File: config.mk
export PLATFORM = sky130hd
export DESIGN_NAME = scoc_top
export DESIGN_NICKNAME = d
export VERILOG_FILES = /design/src/verilog/scoc_pkg.sv /design/src/verilog/scoc_timer.sv /design/src/verilog/scoc_top.sv
export VERILOG_INCLUDE_DIRS = /design/src /design/src/verilog
export SDC_FILE = /design/constraint.sdc
export NUM_CORES = 1
export LEC_CHECK = 0
export BUFFER_PORTS_ARGS = -buffer_cell sky130_fd_sc_hd__buf_2
export CAP_MARGIN = 40
export CORE_ASPECT_RATIO = 0.9
export CORE_UTILIZATION = 60
export DETAILED_ROUTE_END_ITERATION = 12
export PLACE_DENSITY = 0.79
export SKIP_LAST_GASP = 1
export SYNTH_ARGS = -nofsm -noshare
export SYNTH_HDL_FRONTEND = slang
export SYNTH_SLANG_ARGS = --single-unit
File: constraint.sdc
create_clock -name mclk -period 3.8 [get_ports mclk]
set_clock_uncertainty 0.05 [all_clocks]
set_input_delay 0.57 -clock mclk [delete_from_list [all_inputs] [get_ports mclk]]
set_output_delay 0.57 -clock mclk [all_outputs]
set_load 0.005 [all_outputs]
File: src/verilog/scoc_defs.svh
`ifndef SCOC_DEFS_SVH
`define SCOC_DEFS_SVH

// ------------------------------------------------------------
// Register location and layout
// ------------------------------------------------------------
`define SCOC_ADDR_W 8
`define SCOC_DATA_W 16
`define SCOC_REG_ADDR 8'h03
`define SCOC_CYC_HI 15
`define SCOC_CYC_LO 13
`define SCOC_DTO_HI 12
`define SCOC_DTO_LO 10
`define SCOC_DRVEN_BIT 7
`define SCOC_DIAG_BIT 6
`define SCOC_HOLD_BIT 5
`define SCOC_SRST_BIT 4
`define SCOC_WAVE_BIT 3
`define SCOC_HBL_HI 2
`define SCOC_HBL_LO 1
`define SCOC_CFG_RST 16'h1001
`define SCOC_CFG_WMASK 16'hffaf

// ------------------------------------------------------------
// Field codes
// ------------------------------------------------------------
`define SCOC_CODE_OFF 3'h0
`define SCOC_CODE_CONT 3'h1

// ------------------------------------------------------------
// Clock and times, each in its own unit
// ------------------------------------------------------------
`define SCOC_CLK_NS 100
`define SCOC_T50_MS 50
`define SCOC_T100_MS 100
`define SCOC_T200_MS 200
`define SCOC_T1000_MS 1000
`define SCOC_T2000_MS 2000
`define SCOC_T4000_MS 4000
`define SCOC_T8000_MS 8000
`define SCOC_HB_HIGH_US 500
`define SCOC_HB_L0_US 500
`define SCOC_HB_L1_US 1000
`define SCOC_HB_L2_US 10000
`define SCOC_HB_L3_US 100000

`endif

File: src/verilog/scoc_pkg.sv
`include "scoc_defs.svh"

package scoc_pkg;

  typedef enum {hb_high, hb_low} scoc_hb_phase_t;

  // Times convert exactly at this clock; the 4000 ms figure already needs 64-bit math
  function automatic int scoc_ms2cyc(longint ms);
    return int'((ms * 64'd1000000) / `SCOC_CLK_NS);
  endfunction

  function automatic int scoc_us2cyc(longint us);
    return int'((us * 64'd1000) / `SCOC_CLK_NS);
  endfunction

endpackage

File: src/verilog/scoc_timer.sv
`timescale 1ns/10ps

module scoc_timer #(
  parameter int CNT_W = 27
) (
  input wire logic mclk,
  input wire logic rstn,
  input wire logic ce,
  input wire logic restart,
  input wire logic run,
  input wire logic [CNT_W-1:0] reload_val,
  output logic expire
);

  logic [CNT_W-1:0] cnt;
  logic [CNT_W-1:0] next_cnt;

  // ------------------------------------------------------------
  // Down counter with automatic reload
  // ------------------------------------------------------------
  always_comb begin
    next_cnt = cnt;
    expire = 1'b0;
    if (restart) begin
      next_cnt = reload_val;
    end else if (run) begin
      if (cnt <= CNT_W'(1)) begin
        next_cnt = reload_val;
        expire = (cnt == CNT_W'(1));
      end else begin
        next_cnt = cnt - CNT_W'(1);
      end
    end
  end

  always_ff @(posedge mclk or negedge rstn) begin
    if (!rstn) begin
      cnt <= '0;
    end else if (ce) begin
      cnt <= next_cnt;
    end
  end

endmodule

File: src/verilog/scoc_top.sv
// Functional notes
// [RULE_01] Periodic measurement launch from cyclic period field
// [RULE_02] Cyclic codes: off, continuous, six periods
// [RULE_03] Diagnostic timeout forces return to normal
// [RULE_04] Zero timeout refuses diagnostic entry
// [RULE_05] Request bit one enters, zero leaves
// [RULE_06] Each request write reloads timeout counter; the code reloads only when the written timeout code is nonzero
// [RULE_07] Bit six reads diagnostic status flag
// [RULE_08] Global enable gates all balancing drivers
// [RULE_09] Manual hold forces switches off, timers run
// [RULE_10] Software reset pulse restores defaults, reads zero
// [RULE_11] Software reset bit cleared only by power-on
// [RULE_12] Level mode: fault pin follows fault
// [RULE_13] Heartbeat mode: 500 us high phases
// [RULE_14] Off-time field selects heartbeat low phase
// [RULE_15] Host preserves reserved bits nine and eight
// [RULE_16] Fault present stops heartbeat, pin high
// [RULE_17] Power-on reset loads documented field defaults
`timescale 1ns/10ps
`include "scoc_defs.svh"

module scoc_top #(
  parameter int N_CELLS = 14,
  parameter int CNT_W = 27,
  parameter int CYC_50MS = scoc_pkg::scoc_ms2cyc(`SCOC_T50_MS),
  parameter int CYC_100MS = scoc_pkg::scoc_ms2cyc(`SCOC_T100_MS),
  parameter int CYC_200MS = scoc_pkg::scoc_ms2cyc(`SCOC_T200_MS),
  parameter int CYC_1S = scoc_pkg::scoc_ms2cyc(`SCOC_T1000_MS),
  parameter int CYC_2S = scoc_pkg::scoc_ms2cyc(`SCOC_T2000_MS),
  parameter int CYC_4S = scoc_pkg::scoc_ms2cyc(`SCOC_T4000_MS),
  parameter int CYC_8S = scoc_pkg::scoc_ms2cyc(`SCOC_T8000_MS),
  parameter int CYC_HB_HIGH = scoc_pkg::scoc_us2cyc(`SCOC_HB_HIGH_US),
  parameter int CYC_HB_L0 = scoc_pkg::scoc_us2cyc(`SCOC_HB_L0_US),
  parameter int CYC_HB_L1 = scoc_pkg::scoc_us2cyc(`SCOC_HB_L1_US),
  parameter int CYC_HB_L2 = scoc_pkg::scoc_us2cyc(`SCOC_HB_L2_US),
  parameter int CYC_HB_L3 = scoc_pkg::scoc_us2cyc(`SCOC_HB_L3_US)
) (
  input wire logic mclk,
  input wire logic rstn,
  input wire logic ce,
  input wire logic reg_wr,
  input wire logic reg_rd,
  input wire logic [`SCOC_ADDR_W-1:0] reg_addr,
  input wire logic [`SCOC_DATA_W-1:0] reg_wdata,
  output logic [`SCOC_DATA_W-1:0] reg_rdata,
  input wire logic fault_present,
  input wire logic conv_busy,
  input wire logic [N_CELLS-1:0] per_cell_balance_config,
  output logic [N_CELLS-1:0] balance_switch_on,
  output logic balance_timer_run,
  output logic fault_pin,
  output logic diagnostic_active_flag,
  output logic measure_start,
  output logic soft_reset_pulse
);

  // ------------------------------------------------------------
  // State
  // ------------------------------------------------------------
  logic [`SCOC_DATA_W-1:0] system_config_one;
  logic [`SCOC_DATA_W-1:0] next_system_config_one;
  logic srst_latched;
  logic next_srst_latched;
  logic next_soft_reset_pulse;
  logic next_diagnostic_active_flag;
  logic [`SCOC_DATA_W-1:0] next_reg_rdata;
  logic next_fault_pin;
  logic next_measure_start;
  logic [N_CELLS-1:0] next_balance_switch_on;
  logic next_balance_timer_run;
  scoc_pkg::scoc_hb_phase_t hb_phase;
  scoc_pkg::scoc_hb_phase_t next_hb_phase;

  logic wr_hit;
  logic diag_enter;
  logic diag_expire;
  logic cyc_expire;
  logic cyc_run;
  logic hb_expire;
  logic hb_run;
  logic [2:0] cyc_code;
  logic [2:0] cyc_load_code;
  logic [2:0] dto_wr_code;
  logic [1:0] hbl_code;
  logic [CNT_W-1:0] cyc_val;
  logic [CNT_W-1:0] diag_val;
  logic [CNT_W-1:0] hb_val;
  logic [CNT_W-1:0] hb_low_val;

  assign wr_hit = reg_wr && (reg_addr == `SCOC_REG_ADDR);
  assign cyc_code = system_config_one[`SCOC_CYC_HI:`SCOC_CYC_LO];
  // A write reloads with the code it carries, so the first launch already uses the new period
  assign cyc_load_code = wr_hit ? reg_wdata[`SCOC_CYC_HI:`SCOC_CYC_LO] : cyc_code;
  assign dto_wr_code = reg_wdata[`SCOC_DTO_HI:`SCOC_DTO_LO];
  assign hbl_code = system_config_one[`SCOC_HBL_HI:`SCOC_HBL_LO];

  // ------------------------------------------------------------
  // Period decode
  // ------------------------------------------------------------
  always_comb begin
    // Cyclic period codes
    // [RULE_02] period code decode
    case (cyc_load_code)
      3'h2: cyc_val = CNT_W'(CYC_100MS);
      3'h3: cyc_val = CNT_W'(CYC_200MS);
      3'h4: cyc_val = CNT_W'(CYC_1S);
      3'h5: cyc_val = CNT_W'(CYC_2S);
      3'h6: cyc_val = CNT_W'(CYC_4S);
      3'h7: cyc_val = CNT_W'(CYC_8S);
      default: cyc_val = '0;
    endcase
    // Timeout follows the value written with the request
    // [RULE_04] timeout code decode
    case (dto_wr_code)
      3'h1: diag_val = CNT_W'(CYC_50MS);
      3'h2: diag_val = CNT_W'(CYC_100MS);
      3'h3: diag_val = CNT_W'(CYC_200MS);
      3'h4: diag_val = CNT_W'(CYC_1S);
      3'h5: diag_val = CNT_W'(CYC_2S);
      3'h6: diag_val = CNT_W'(CYC_4S);
      3'h7: diag_val = CNT_W'(CYC_8S);
      default: diag_val = '0;
    endcase
    // [RULE_14] off time select
    case (hbl_code)
      2'h0: hb_low_val = CNT_W'(CYC_HB_L0);
      2'h1: hb_low_val = CNT_W'(CYC_HB_L1);
      2'h2: hb_low_val = CNT_W'(CYC_HB_L2);
      default: hb_low_val = CNT_W'(CYC_HB_L3);
    endcase
  end

  // ------------------------------------------------------------
  // Timers
  // ------------------------------------------------------------
  // [RULE_01] periodic launch timer
  assign cyc_run = (cyc_code != `SCOC_CODE_OFF) && (cyc_code != `SCOC_CODE_CONT);

  scoc_timer #(.CNT_W(CNT_W)) u_cyc_timer (
    .mclk(mclk),
    .rstn(rstn),
    .ce(ce),
    .restart(wr_hit || soft_reset_pulse),
    .run(cyc_run),
    .reload_val(cyc_val),
    .expire(cyc_expire)
  );

  // [RULE_06] reload on every request write with a nonzero timeout code
  scoc_timer #(.CNT_W(CNT_W)) u_diag_timer (
    .mclk(mclk),
    .rstn(rstn),
    .ce(ce),
    .restart(diag_enter),
    .run(diagnostic_active_flag),
    .reload_val(diag_val),
    .expire(diag_expire)
  );

  // Heartbeat restarts from a fresh high phase whenever it resumes
  assign hb_run = system_config_one[`SCOC_WAVE_BIT] && !fault_present;
  assign hb_val = (hb_run && hb_phase == scoc_pkg::hb_high) ? hb_low_val : CNT_W'(CYC_HB_HIGH);

  scoc_timer #(.CNT_W(CNT_W)) u_hb_timer (
    .mclk(mclk),
    .rstn(rstn),
    .ce(ce),
    .restart(!hb_run),
    .run(hb_run),
    .reload_val(hb_val),
    .expire(hb_expire)
  );

  // ------------------------------------------------------------
  // Register, diagnostic mode and reset pulse
  // ------------------------------------------------------------
  always_comb begin
    next_system_config_one = system_config_one;
    next_srst_latched = srst_latched;
    next_soft_reset_pulse = 1'b0;
    next_diagnostic_active_flag = diagnostic_active_flag;
    next_reg_rdata = '0;
    diag_enter = 1'b0;
    // [RULE_04] zero timeout refuses entry
    if (wr_hit && reg_wdata[`SCOC_DIAG_BIT] && dto_wr_code != `SCOC_CODE_OFF && !soft_reset_pulse) begin
      diag_enter = 1'b1;
    end
    if (soft_reset_pulse) begin
      // [RULE_10] defaults restored by pulse
      next_system_config_one = `SCOC_CFG_RST;
      next_diagnostic_active_flag = 1'b0;
    end else begin
      if (wr_hit) begin
        // Request and reset bits are actions, never stored in the image
        next_system_config_one = reg_wdata & `SCOC_CFG_WMASK;
        // [RULE_10] single reset pulse
        if (reg_wdata[`SCOC_SRST_BIT]) begin
          next_soft_reset_pulse = 1'b1;
          next_srst_latched = 1'b1;
        end
      end
      // [RULE_05] enter or leave diagnostic mode
      if (diag_enter) begin
        next_diagnostic_active_flag = 1'b1;
      end else if (wr_hit && !reg_wdata[`SCOC_DIAG_BIT]) begin
        next_diagnostic_active_flag = 1'b0;
      end else if (diag_expire) begin
        // [RULE_03] timeout forces normal mode
        next_diagnostic_active_flag = 1'b0;
      end
    end
    if (reg_rd && reg_addr == `SCOC_REG_ADDR) begin
      next_reg_rdata = system_config_one;
      // [RULE_07] status flag on read
      next_reg_rdata[`SCOC_DIAG_BIT] = diagnostic_active_flag;
      // [RULE_10] reset bit reads zero
      next_reg_rdata[`SCOC_SRST_BIT] = 1'b0;
    end
  end

  // ------------------------------------------------------------
  // Measurement launch, balancing and fault pin
  // ------------------------------------------------------------
  always_comb begin
    next_measure_start = 1'b0;
    // [RULE_01] launch on period expiry
    if (cyc_run) begin
      next_measure_start = cyc_expire;
    end else if (cyc_code == `SCOC_CODE_CONT) begin
      // [RULE_02] back-to-back while engine idle
      next_measure_start = !conv_busy && !measure_start;
    end
    // [RULE_08] global driver gate
    next_balance_switch_on = system_config_one[`SCOC_DRVEN_BIT] ? per_cell_balance_config : '0;
    // [RULE_09] hold forces switches off
    if (system_config_one[`SCOC_HOLD_BIT]) begin
      next_balance_switch_on = '0;
    end
    next_balance_timer_run = system_config_one[`SCOC_DRVEN_BIT];
    next_hb_phase = hb_phase;
    if (!hb_run) begin
      next_hb_phase = scoc_pkg::hb_high;
    end else if (hb_expire) begin
      // [RULE_13] alternate fixed high and selected low phases
      case (hb_phase)
        scoc_pkg::hb_high: next_hb_phase = scoc_pkg::hb_low;
        scoc_pkg::hb_low: next_hb_phase = scoc_pkg::hb_high;
        default: next_hb_phase = scoc_pkg::hb_high;
      endcase
    end
    // [RULE_12] level mode follows fault
    // [RULE_16] fault overrides heartbeat
    if (!hb_run) begin
      next_fault_pin = fault_present;
    end else begin
      next_fault_pin = (hb_phase == scoc_pkg::hb_high);
    end
  end

  // ------------------------------------------------------------
  // Registers
  // ------------------------------------------------------------
  always_ff @(posedge mclk or negedge rstn) begin
    if (!rstn) begin
      // [RULE_17] power-on defaults
      system_config_one <= `SCOC_CFG_RST;
      // [RULE_11] only power-on clears it
      srst_latched <= 1'b0;
      soft_reset_pulse <= 1'b0;
      diagnostic_active_flag <= 1'b0;
      reg_rdata <= '0;
      fault_pin <= 1'b0;
      measure_start <= 1'b0;
      balance_switch_on <= '0;
      balance_timer_run <= 1'b0;
      hb_phase <= scoc_pkg::hb_high;
    end else if (ce) begin
      system_config_one <= next_system_config_one;
      srst_latched <= next_srst_latched;
      soft_reset_pulse <= next_soft_reset_pulse;
      diagnostic_active_flag <= next_diagnostic_active_flag;
      reg_rdata <= next_reg_rdata;
      fault_pin <= next_fault_pin;
      measure_start <= next_measure_start;
      balance_switch_on <= next_balance_switch_on;
      balance_timer_run <= next_balance_timer_run;
      hb_phase <= next_hb_phase;
    end
  end

endmodule

=== Word level (Yosys, flattened, before mapping) ===
Cells that the tools add are included.

* Add/subtract/negate cells: 3
* Magnitude comparators: 3
* Eq/ne operators: 22
* Muxes and demuxes: 39
* Reductions and logical operators: 30

{| class="wikitable"
|+ Operators with widths
! kind !! count
|-
| $mux 27 || 9
|-
| $pmux 27 s7 || 1
|-
| $pmux 27 s6 || 1
|-
| $eq 27x1->1 const B || 3
|-
| $le 27x1->1 const B || 3
|-
| $sub 27x1->27 const B || 3
|-
| $logic_not 32->1 || 2
|-
| $mux 32 || 2
|-
| $pmux 20 s3 || 1
|-
| $mux 16 || 3
|-
| $mux 14 || 2
|-
| $eq 3x3->1 const B || 8
|-
| $mux 1 || 19
|-
| $eq 3x2->1 const B || 4
|-
| $logic_and 1x1->1 || 10
|-
| $reduce_and 2->1 || 5
|-
| $eq 8x2->1 const B || 1
|-
| $eq 3x1->1 const B || 2
|-
| $reduce_bool 2->1 || 3
|-
| $reduce_bool 3->1 || 2
|-
| $logic_not 1->1 || 5
|-
| $reduce_bool 4->1 || 1
|-
| $mux 3 || 1
|-
| $ne 3x1->1 const B || 1
|-
| 5 further kinds || 5
|}

* Register bits after elaboration: 164
* Input port bits: 45
* Output and inout port bits: 35
* Word-level logic and storage cells: 109

=== Longest topological paths before layout ===
Gate-level depths: netlist (run 1).

* Depth in word-level cells: 11
* Mapped depth: 10
* Gate-level depth less buffers: 8

=== Cells and area by module ===
A second synthesis (run 1) with hierarchy kept.

* Cell total of the unflattened synthesis: 1037
* Area, all modules: 9068.7 um^2

{| class="wikitable"
|+ Modules (own cells, without submodules)
! module !! instances !! cells each !! area an instance (um^2) !! sequential area each (um^2)
|-
| scoc_timer (u_cyc_timer ...) || 2 || 257 || 2139.6 || 675.6
|-
| scoc_top || 1 || 266 || 2571.2 || 1228.7
|-
| scoc_timer (u_hb_timer) || 1 || 257 || 2218.4 || 675.6
|}

=== Worst setup path before layout (run 1) ===
No wires, ideal clock.

* Path type: register to register
* Start: register u_cyc_timer.cnt[21]
* End: register u_cyc_timer.cnt[23]
* Library setup time: 0.121 ns
* Arrival time: 2.504 ns
* Required time: 3.629 ns
* Path slack: 1.124 ns
* Cell stages (with the launch flop): 9
* Path buffers: 2
* Clock period less this slack: 2.676 ns
* Cell sequence: dfrtp_1 > or4_4 > or4_1 > buf_2 > o31a_1 > buf_6 > a311oi_1 > a41oi_1 > o22a_1

* Word-level cells in the longest chain between the ends: 4
* Elaborated cells between the ends (all ways): 5
* Those cells by class: add/sub: 1; order compare: 1; mux: 3

{| class="wikitable"
|+ Ends and longest elaborated chain
! element !! RTL line !! text
|-
| start, declared || scoc_timer.sv:15 || <nowiki>logic [CNT_W-1:0] cnt;</nowiki>
|-
| start signal, assigned || scoc_timer.sv:40 || <nowiki>cnt <= next_cnt;</nowiki>
|-
| $sub 27x1->27 / $le 27x1->1 (equally long branches) || scoc_timer.sv:31, scoc_timer.sv:27 ||
|-
| $mux 27 (*) || scoc_timer.sv:27 || <nowiki>if (cnt <= CNT_W'(1)) begin</nowiki>
|-
| $mux 27 (*) || scoc_timer.sv:26 || <nowiki>end else if (run) begin</nowiki>
|-
| $mux 27 (*) || scoc_timer.sv:24 || <nowiki>if (restart) begin</nowiki>
|}

Every way passes the cells marked *; elsewhere a longest branch is shown, timed or not. The select of a mux whose other input is x is not followed.
A chain may end at the register's enable or synchronous reset.

=== Final worst setup path (run 1) ===
* Start: register u_diag_timer.cnt[1]
* End: register u_diag_timer.cnt[16]

* Word-level cells in the longest chain between the ends: 4
* Elaborated cells between the ends (all ways): 5
* Those cells by class: add/sub: 1; order compare: 1; mux: 3

{| class="wikitable"
|+ Ends and longest elaborated chain
! element !! RTL line
|-
| start, declared || scoc_timer.sv:15
|-
| start signal, assigned || scoc_timer.sv:40
|-
| $sub 27x1->27 / $le 27x1->1 (equally long branches) || scoc_timer.sv:31, scoc_timer.sv:27
|-
| $mux 27 (*) || scoc_timer.sv:27
|-
| $mux 27 (*) || scoc_timer.sv:26
|-
| $mux 27 (*) || scoc_timer.sv:24
|}

Marked as above.

==> results of run 1 <==
-- final timing paths --
check                           cells past startpoint                       start                   end  slack [ns]
worst max-delay path                                8         u_diag_timer.cnt[1]  u_diag_timer.cnt[16]        0.53
worst min register to register                      1               reg_rdata[10]         reg_rdata[10]        0.44
max in group asynchronous                           4                        rstn  system_config_one[0]        2.37
worst max register to register                      8         u_diag_timer.cnt[1]  u_diag_timer.cnt[16]        0.53
worst min-delay path                                2  per_cell_balance_config[7]  balance_switch_on[7]        0.30
min in group asynchronous                           2                        rstn     u_hb_timer.cnt[1]        0.41
-- power by group through the flow --
stage                     clock [mW]  combinational [mW]  sequential, mW
after floorplan                    0               0.429            1.63
after global placement             0               0.601            1.67
after detailed placement           0               0.627            1.68
after CTS                       1.76               0.634            1.65
after global routing            1.82               0.722            1.68
final                           1.76               0.652            1.66
-- layout make-up --
| class | instances | share of cell area, % |
|---|---|---|
| Multi-Input combinational cell | 680 | 45.6 |
| Sequential cell | 130 | 36.4 |
| Timing Repair Buffer | 113 | 7.72 |
| Clock buffer | 19 | 5.06 |
| Tap cell | 160 | 2.24 |
| Clock inverter | 13 | 1.94 |
| Inverter | 25 | 1.05 |
-- routing by layer --
| layer | share of wire, % | vias up | global-route usage [%] |
|---|---|---|---|
| li1 | - | 3528 | - |
| met3 | 9.9 | 48 | 8.21 |
| met5 | 0 | - | 0 |
| met4 | 2.0 | 0 | 14.1 |
| met2 | 45 | 488 | 56.1 |
| met1 | 43 | 3753 | 50.3 |
-- metrics by stage --
| step | instances | area (µm²) | power, mW |
|---|---|---|---|
| 2_1_floorplan | 892 | 7670 | 2.06 |
| 3_3_place_gp | 1106 | 8280 | 2.27 |
| 3_5_place_dp | 1106 | 8280 | 2.30 |
| 4_1_cts | 1138 | 8910 | 4.05 |
| 5_1_grt | 1140 | 8950 | 4.22 |
| 6_report | 1140 | 8950 | 4.07 |
-- worst max-delay path, cell delays in order, from the launching register on --
cell and delay, ns:
dfrtp_1 0.41, inv_1 0.11, ha_1 0.15, or3b_2 0.49
a211oi_1 0.41, nor3b_2 0.73, nor2_1 0.41, nor3_1 0.27
o32ai_1 0.12
-- logic make-up after synthesis --
family / after synthesis
flip-flops: 130
AND/OR/NAND/NOR: 365
buffers and inverters: 82
other: 1
adder cells (fa/ha/maj): 11
AO/OA/AOI/OAI: 294
XOR/XNOR: 1
multiplexers: 8
-- timing repair --
action,4_1_cts,5_1_grt
endpoints found under the setup margin,0,0
hold endpoints to repair,0,1
hold buffers,0,1
-- layout by cell type, fill, tap and decap left out, drive strengths merged, types with 23 or more instances in the layout --
cell,netlist,final
dfrtp,128,128
a21oi,46,46
nand3,29,29
nor2,83,83
buf,14,112
nor3,51,51
o21ai,87,87
nand2,87,87
inv,25,29
nor4,23,23
-- state kept, by name, indices dropped and copies added (netlist names) --
| signal | flops |
|---|---|
| hb_phase | 1 |
| fault_pin | 1 |
| reg_rdata | 15 |
| diagnostic_active_flag | 1 |
| balance_switch_on | 14 |
| u_diag_timer.cnt | 27 |
| soft_reset_pulse | 1 |
| measure_start | 1 |
| u_cyc_timer.cnt | 27 |
| u_hb_timer.cnt | 27 |
| system_config_one | 14 |
| balance_timer_run | 1 |
==> results.md, run 1 <==
Outcome:
- The flow ran to the end, and the final reports show no timing, DRC or antenna violations.

Worst setup path:
- The kind of critical path is reg2reg.
- In this run the worst path has a maximum fanout of 12.
- The kind of end point of the critical path is a flip-flop.
- For the worst setup path, the data required time is 4.05 ns.
- STA puts the critical path data arrival time at ~3.5 ns.
- The category of the worst setup path launch point is a flip-flop.

GRT:
- The number of global-route vias before repair is 7313.
- Summed over all layers, the global routing overflow is 0.
- The initial antenna violation count was 0.
- The aggregate global-route resource usage is 36.5%.
- Entering global routing, the biggest net connects 69 pins.
- The first global-routing pass estimated approximately 37 mm of wire.

Power:
- The switching fraction of total power is 30.6%.
- In this run, the combinational gates consume ~16% of the power.
- The maximum resistive drop on vdd is 0.424 mV.
- The total net switching power is 1.25 mW.
- Sequential cells burn ~41% of the power.
- The reported leakage power is slightly above 4 nW.
- The cell internal power dissipation is around 2.8 mW.
- The clock network accounts for 43.2% of the total power.
- Power spread over the standard cell area amounts to 455 mW/mm².

Route:
- The total via count after detailed routing is 7817.
- The detail route stage leaves a number of antenna-violating nets equal to 0.
- In this run, the number of DRC markers left after iteration 0 of detailed routing was 1080.
- The total wirelength of the detailed-routed design is between 20 and 25 mm.
- In the routed layout, each cell is associated on average with a via count of 6.86.
- The remaining design rule violation count is 0.
- In the final routed layout, each cell accounts on average for 20.5 µm.
- The number of search-and-repair iterations in the first detailed-routing pass is 6.

Timing:
- Setup total negative slack on the finished layout was measured at 0 ns.
- The maximum achievable frequency is approximately 310 MHz.
- The pin slew with the least headroom to its limit is around 0.86 ns.
- Setup repair after global routing left no endpoint under its margin.
- The shortest clock period the worst path allows after layout is ~3.3 ns.
- The worst hold slack is between 0.3 and 0.4 ns.
- The worst path meets setup with 0.529 ns of slack.
- The final hold violation count came to 0.
- Measured against its own limit, the worst slew margin works out to 42.3%.
- The total of endpoints with negative setup slack in the final report is 0.
- The part of the cycle the worst path needs is 86.1%.
- The max-slew violation count is 0.

Synth:
- Yosys mapped a number of flops with a built-in enable equal to 0.
- Sorting the synthesized cells by how often they occur yields 128 x dfrtp_1, 87 x nand2_1, 84 x o21ai_0.
- The number of different library cells used by synthesis comes to 74.
- Synthesis inferred between 100 and 150 register bits.
- The most common cell in the synthesized netlist is dfrtp_1.
- By area, the combinational part of the netlist is dominated by compound AO/OA/AOI/OAI gates.
- The synthesized area per cell is 8.60 µm².
- The cell type with the highest aggregate area in the netlist is dfrtp_1.
- The post-synthesis instance area is 0.00767 mm².
- The post-synthesis compound-gate area fraction is 26.3%.
- In the synthesized netlist, mux cells make up 1.04% of the area.
- The number of warnings issued by yosys is 0.
- The most used flip-flop cell after synthesis is dfrtp_1.
- The synthesized netlist devotes 1.79% of its cell area to adder and majority cells.
- The number of nets handed over by synthesis was 948.
- The area fraction of the dominant cell type after synthesis is 41.7%.
- The sequential share of the synthesized area is about 42%.
- The instance count of the mapped netlist is 892.
- The share of flip-flops with an asynchronous set or reset after synthesis is 100%.
- The share of the synthesized netlist area taken by xor and xnor gates is less than 1%.
- Sorting the synthesized cells by area gives the leading types as dfrtp_1 42%, o21ai_0 5.5%, nand2_1 4.3%.
- After Yosys synthesis, and, or, nand and nor cells account for between 20% and 30% of the synthesized area.

Placed design:
- OpenSTA, run right after detailed placement, puts the worst setup slack at 0.657 ns.
- The count of input and output buffers is 78.
- The sum of net half-perimeters after detailed placement is 15.8 mm.
- The placer's final routability congestion estimate is 1.02.

Cells and area:
- The final antenna diode count is 0.
- The area growth from synthesis to final layout is 16.6%.
- The register area is 0.00326 mm².
- The end-of-flow core utilization is 72.9%.
- Fill cells in the final layout number between 900 and 1000.
- In the final layout, the multi-input gates occupy 0.00408 mm².
- After the last flow step, the layout net total stands at 1023.
- Of the cells placed in the final design, the portion with a size suffix greater than 1 is 16.3%.

Die:
- For this configuration, the core starts out at a cell density of a little over three fifths.
- The die span in y is 109 µm.
- The total area inside the core boundary comes to 0.0123 mm².
- The horizontal die dimension is around 120 µm.
- 80 I/O pins were placed.
- The area of the die is 0.0132 mm².
- Row generation in the floorplan step produced 38 rows.

Run:
- The number of max-capacitance violations reported is 0.

Clocking:
- The clock net in this run drives a total of 130 sinks.
- The post-CTS setup buffer count is 0.
- After clock tree synthesis, the clock-pin slew on the worst setup and hold paths is 0.07 ns.
- Gates resized during post-CTS repair numbered 0.
- The total clock buffers created by CTS is 17.
- The CTS tree is done.
- The longest clock path from root to sink contains 2 buffers.
- In this run the number of H-tree levels came out at 4.
- The clock latency at the later pin of the worst-skew pair is 0.43 ns.
- The tree is rooted in a clkbuf_16.

Worst hold path:
- The class of the tightest hold or removal check is in2reg.
Note: power is estimated with default switching activity, not from simulation.
==> run 2: changes to the inputs <==
- PLACE_DENSITY: 0.79 -> 0.88
==> results.md, run 2 (same netlist as run 1, synthesis figures left out) <==
Placed design:
- The worst setup slack before clock tree synthesis is 0.720 ns (was 0.657 ns).
- The number of placed instances, taps included is 1105 (was 1106).
- The sum of net half-perimeters after detailed placement was 15.1 mm (was 15.8 mm).
- The total cell area at the placement stage is 0.00826 mm² (was 0.00828 mm²).
- The count of input and output buffers is 78 (unchanged).
- The placer's final routability congestion estimate came to 0.981 (was 1.02).

Timing:
- Unrepaired setup endpoints after global routing: false (unchanged).
- The sum of negative setup slack is 0 ns (unchanged).
- The headroom to the max-slew limit is 40.0% (was 42.3%).
- The shortest clock period the worst path allows after layout is 3.16 ns (was 3.27 ns).
- The part of the cycle the worst path needs was 83.2% (was 86.1%).
- The pin slew with the least headroom to its limit is 0.889 ns (was 0.863 ns).
- The total of endpoints with negative setup slack in the final report is 0 (unchanged).
- The maximum achievable frequency is 316 MHz (was 306 MHz).
- The worst hold slack is 0.156 ns (was 0.303 ns).
- The max-slew violation count was 0 (unchanged).
- The final hold violation count is 0 (unchanged).
- The worst path setup slack after routing came to 0.640 ns (was 0.529 ns).

Die:
- The horizontal die dimension is 121 µm (unchanged).
- The number of top-level pins is 80 (unchanged).
- The die span in y is 109 µm (unchanged).
- The number of placement rows is 38 (unchanged).
- The initial core utilization is 62.5% (unchanged).
- The area of the die is 0.0132 mm² (unchanged).
- The area inside the core boundary is 0.0123 mm² (unchanged).

Route:
- The count of nets left with antenna violations after detail routing is 0 (unchanged).
- The wire length on met2 is 9.85 mm (was 10.5 mm).
- The wire length per cell came to 19.6 µm (was 20.5 µm).
- The number of search-and-repair iterations in the first detailed-routing pass is 7 (was 6).
- The total wirelength of the detailed-routed design is 22.3 mm (was 23.3 mm).
- The iteration-0 DRC count of the detailed router is 1124 (was 1080).
- The total via count after detailed routing is 7737 (was 7817).
- The remaining design rule violation count is 0 (unchanged).
- The wire length on met1 came to 9.47 mm (was 10.0 mm).
- The detail-routed via count per cell came to 6.80 (was 6.86).
- The detailed route wirelength on metal3 is 2.44 mm (was 2.30 mm).
- The uppermost signal routing layer after detailed routing is met4 (unchanged).

Power:
- The power density relative to cell area is 444 mW/mm² (was 455 mW/mm²).
- The maximum resistive drop on vdd is 0.380 mV (was 0.424 mV).
- The reported leakage power was 3.98 nW (was 4.03 nW).

Clocking:
- The CTS tree is done (unchanged).
- The clock sink count is 130 (unchanged).
- The cell chosen for the clock root is clkbuf_16 (unchanged).
- The total clock buffers created by CTS is 17 (unchanged).
- The post-CTS setup buffer count is 0 (unchanged).
- The number of buffers inserted for hold repair after clock tree synthesis came to 0 (unchanged).
- The buffer levels on the longest clock path is 2 (unchanged).
- The number of levels the H-tree was split into is 4 (unchanged).
- The clock latency at the later pin of the worst-skew pair was 0.43 ns (about the same).
- The CTS clock-pin slew for the worst setup and hold paths is 0.06 ns (was 0.07 ns).
- The quantity of gates resized following cts is 0 (unchanged).

Cells and area:
- The commonest non-fill, non-tap cell in the layout is dfrtp_1 (unchanged).
- The area growth from synthesis to final layout is 15.3% (was 16.6%).
- The final antenna diode count is 0 (unchanged).
- The share of post-route cells with drive strength above 1 is 16.1% (was 16.3%).
- The post-route non-filler standard cell count is 1137 (was 1140).
- The final-stage net count came to 1020 (was 1023).
- The number of fill cells in the layout is 923 (was 906).
- The post-route cell area was 0.00884 mm² (was 0.00895 mm²).
- Commonest cells after routing, fill and taps aside: 128 x dfrtp_1, 87 x nand2_1, 84 x o21ai_0 (unchanged).
- Largest registers: u_cyc_timer.cnt: 27 flops, u_diag_timer.cnt: 27 flops, u_hb_timer.cnt: 27 flops (unchanged).

Worst setup path:
- The category of the worst setup path launch point was a flip-flop (unchanged).
- The kind of critical path is reg2reg (unchanged).
- The maximum fanout along the worst path is 11 (was 12).
- The required time at the worst-slack endpoint is 4.04 ns (was 4.05 ns).
- The kind of end point of the critical path was a flip-flop (unchanged).
- The arrival time of data at the critical path endpoint is 3.40 ns (was 3.52 ns).

GRT:
- The global-route wire length before repair came to 35.5 mm (was 37.2 mm).
- The initial antenna violation count was 0 (unchanged).
- The aggregate global-route resource usage is 34.8% (was 36.5%).
- The total global routing overflow is 0 (unchanged).
- The number of global-route vias before repair came to 6868 (was 7313).
- The maximum number of pins on one net before global-route repair is 91 (was 69).

Run:
- The number of max-capacitance violations reported came to 0 (unchanged).

Worst hold path:
- The class of the tightest hold or removal check is in2async (was in2reg).

Outcome:
- Outcome: complete, no violations (unchanged).
==> run 2: final cells by class <==
| class | instances | area [µm²] | share of cell area, % |
|---|---|---|---|
| Sequential cell | 130 | 3260 | 36.8 |
| Clock inverter | 14 | 155 | 1.75 |
| Tap cell | 160 | 200 | 2.26 |
| Timing Repair Buffer | 110 | 632 | 7.14 |
| Multi-Input combinational cell | 680 | 4080 | 46.1 |
| Inverter | 25 | 93.8 | 1.06 |
| Clock buffer | 18 | 429 | 4.85 |
==> run 2: routing by layer <==
metal / vias to the layer above / track usage, %
met1: 3669 / 48.4
li1: 3506 / -
met3: 59 / 9.73
met5: - / 0
met4: 0 / 13.5
met2: 503 / 51.4
==> run 2: stage by stage <==
| stage | power [mW] | utilization (%) |
|---|---|---|
| CTS | 3.91 | 72.1 |
| detailed placement | 2.29 | 67.3 |
| floorplan | 2.06 | - |
| global route | 4.10 | 72.1 |
| global placement | 2.27 | 67.2 |
| finish | 3.93 | 72.1 |
==> run 2: path summary, 6_finish.rpt <==
check | startpoint | to | slack, ns | cells past startpoint
min in group mclk | per_cell_balance_config[9] | balance_switch_on[9] | 0.31 | 2
max in group asynchronous | rstn | system_config_one[12] | 2.66 | 2
hold reg to reg | reg_rdata[5] | reg_rdata[5] | 0.44 | 1
hold / removal | rstn | u_hb_timer.cnt[2] | 0.16 | 1
setup reg to reg | u_cyc_timer.cnt[21] | u_cyc_timer.cnt[17] | 0.64 | 7
setup / recovery | u_cyc_timer.cnt[21] | u_cyc_timer.cnt[17] | 0.64 | 7
==> run 2: power breakdown <==
group / internal, mW / total (mW) / leakage (nW) / switching (mW)
Clock: 0.973 / 1.62 / 0.282 / 0.651
Combinational: 0.233 / 0.640 / 2.04 / 0.406
Sequential: 1.51 / 1.66 / 1.66 / 0.155
Total: 2.71 / 3.93 / 3.98 / 1.21
==> run 2: critical path: stages, from the launching register on <==
cell	delay, ns
dfrtp_1	0.40
or4_4	0.56
or4_1	0.68
o31ai_4	0.60
buf_4	0.27
a21oi_1	0.05
o21ai_0	0.25
o21ai_1	0.15
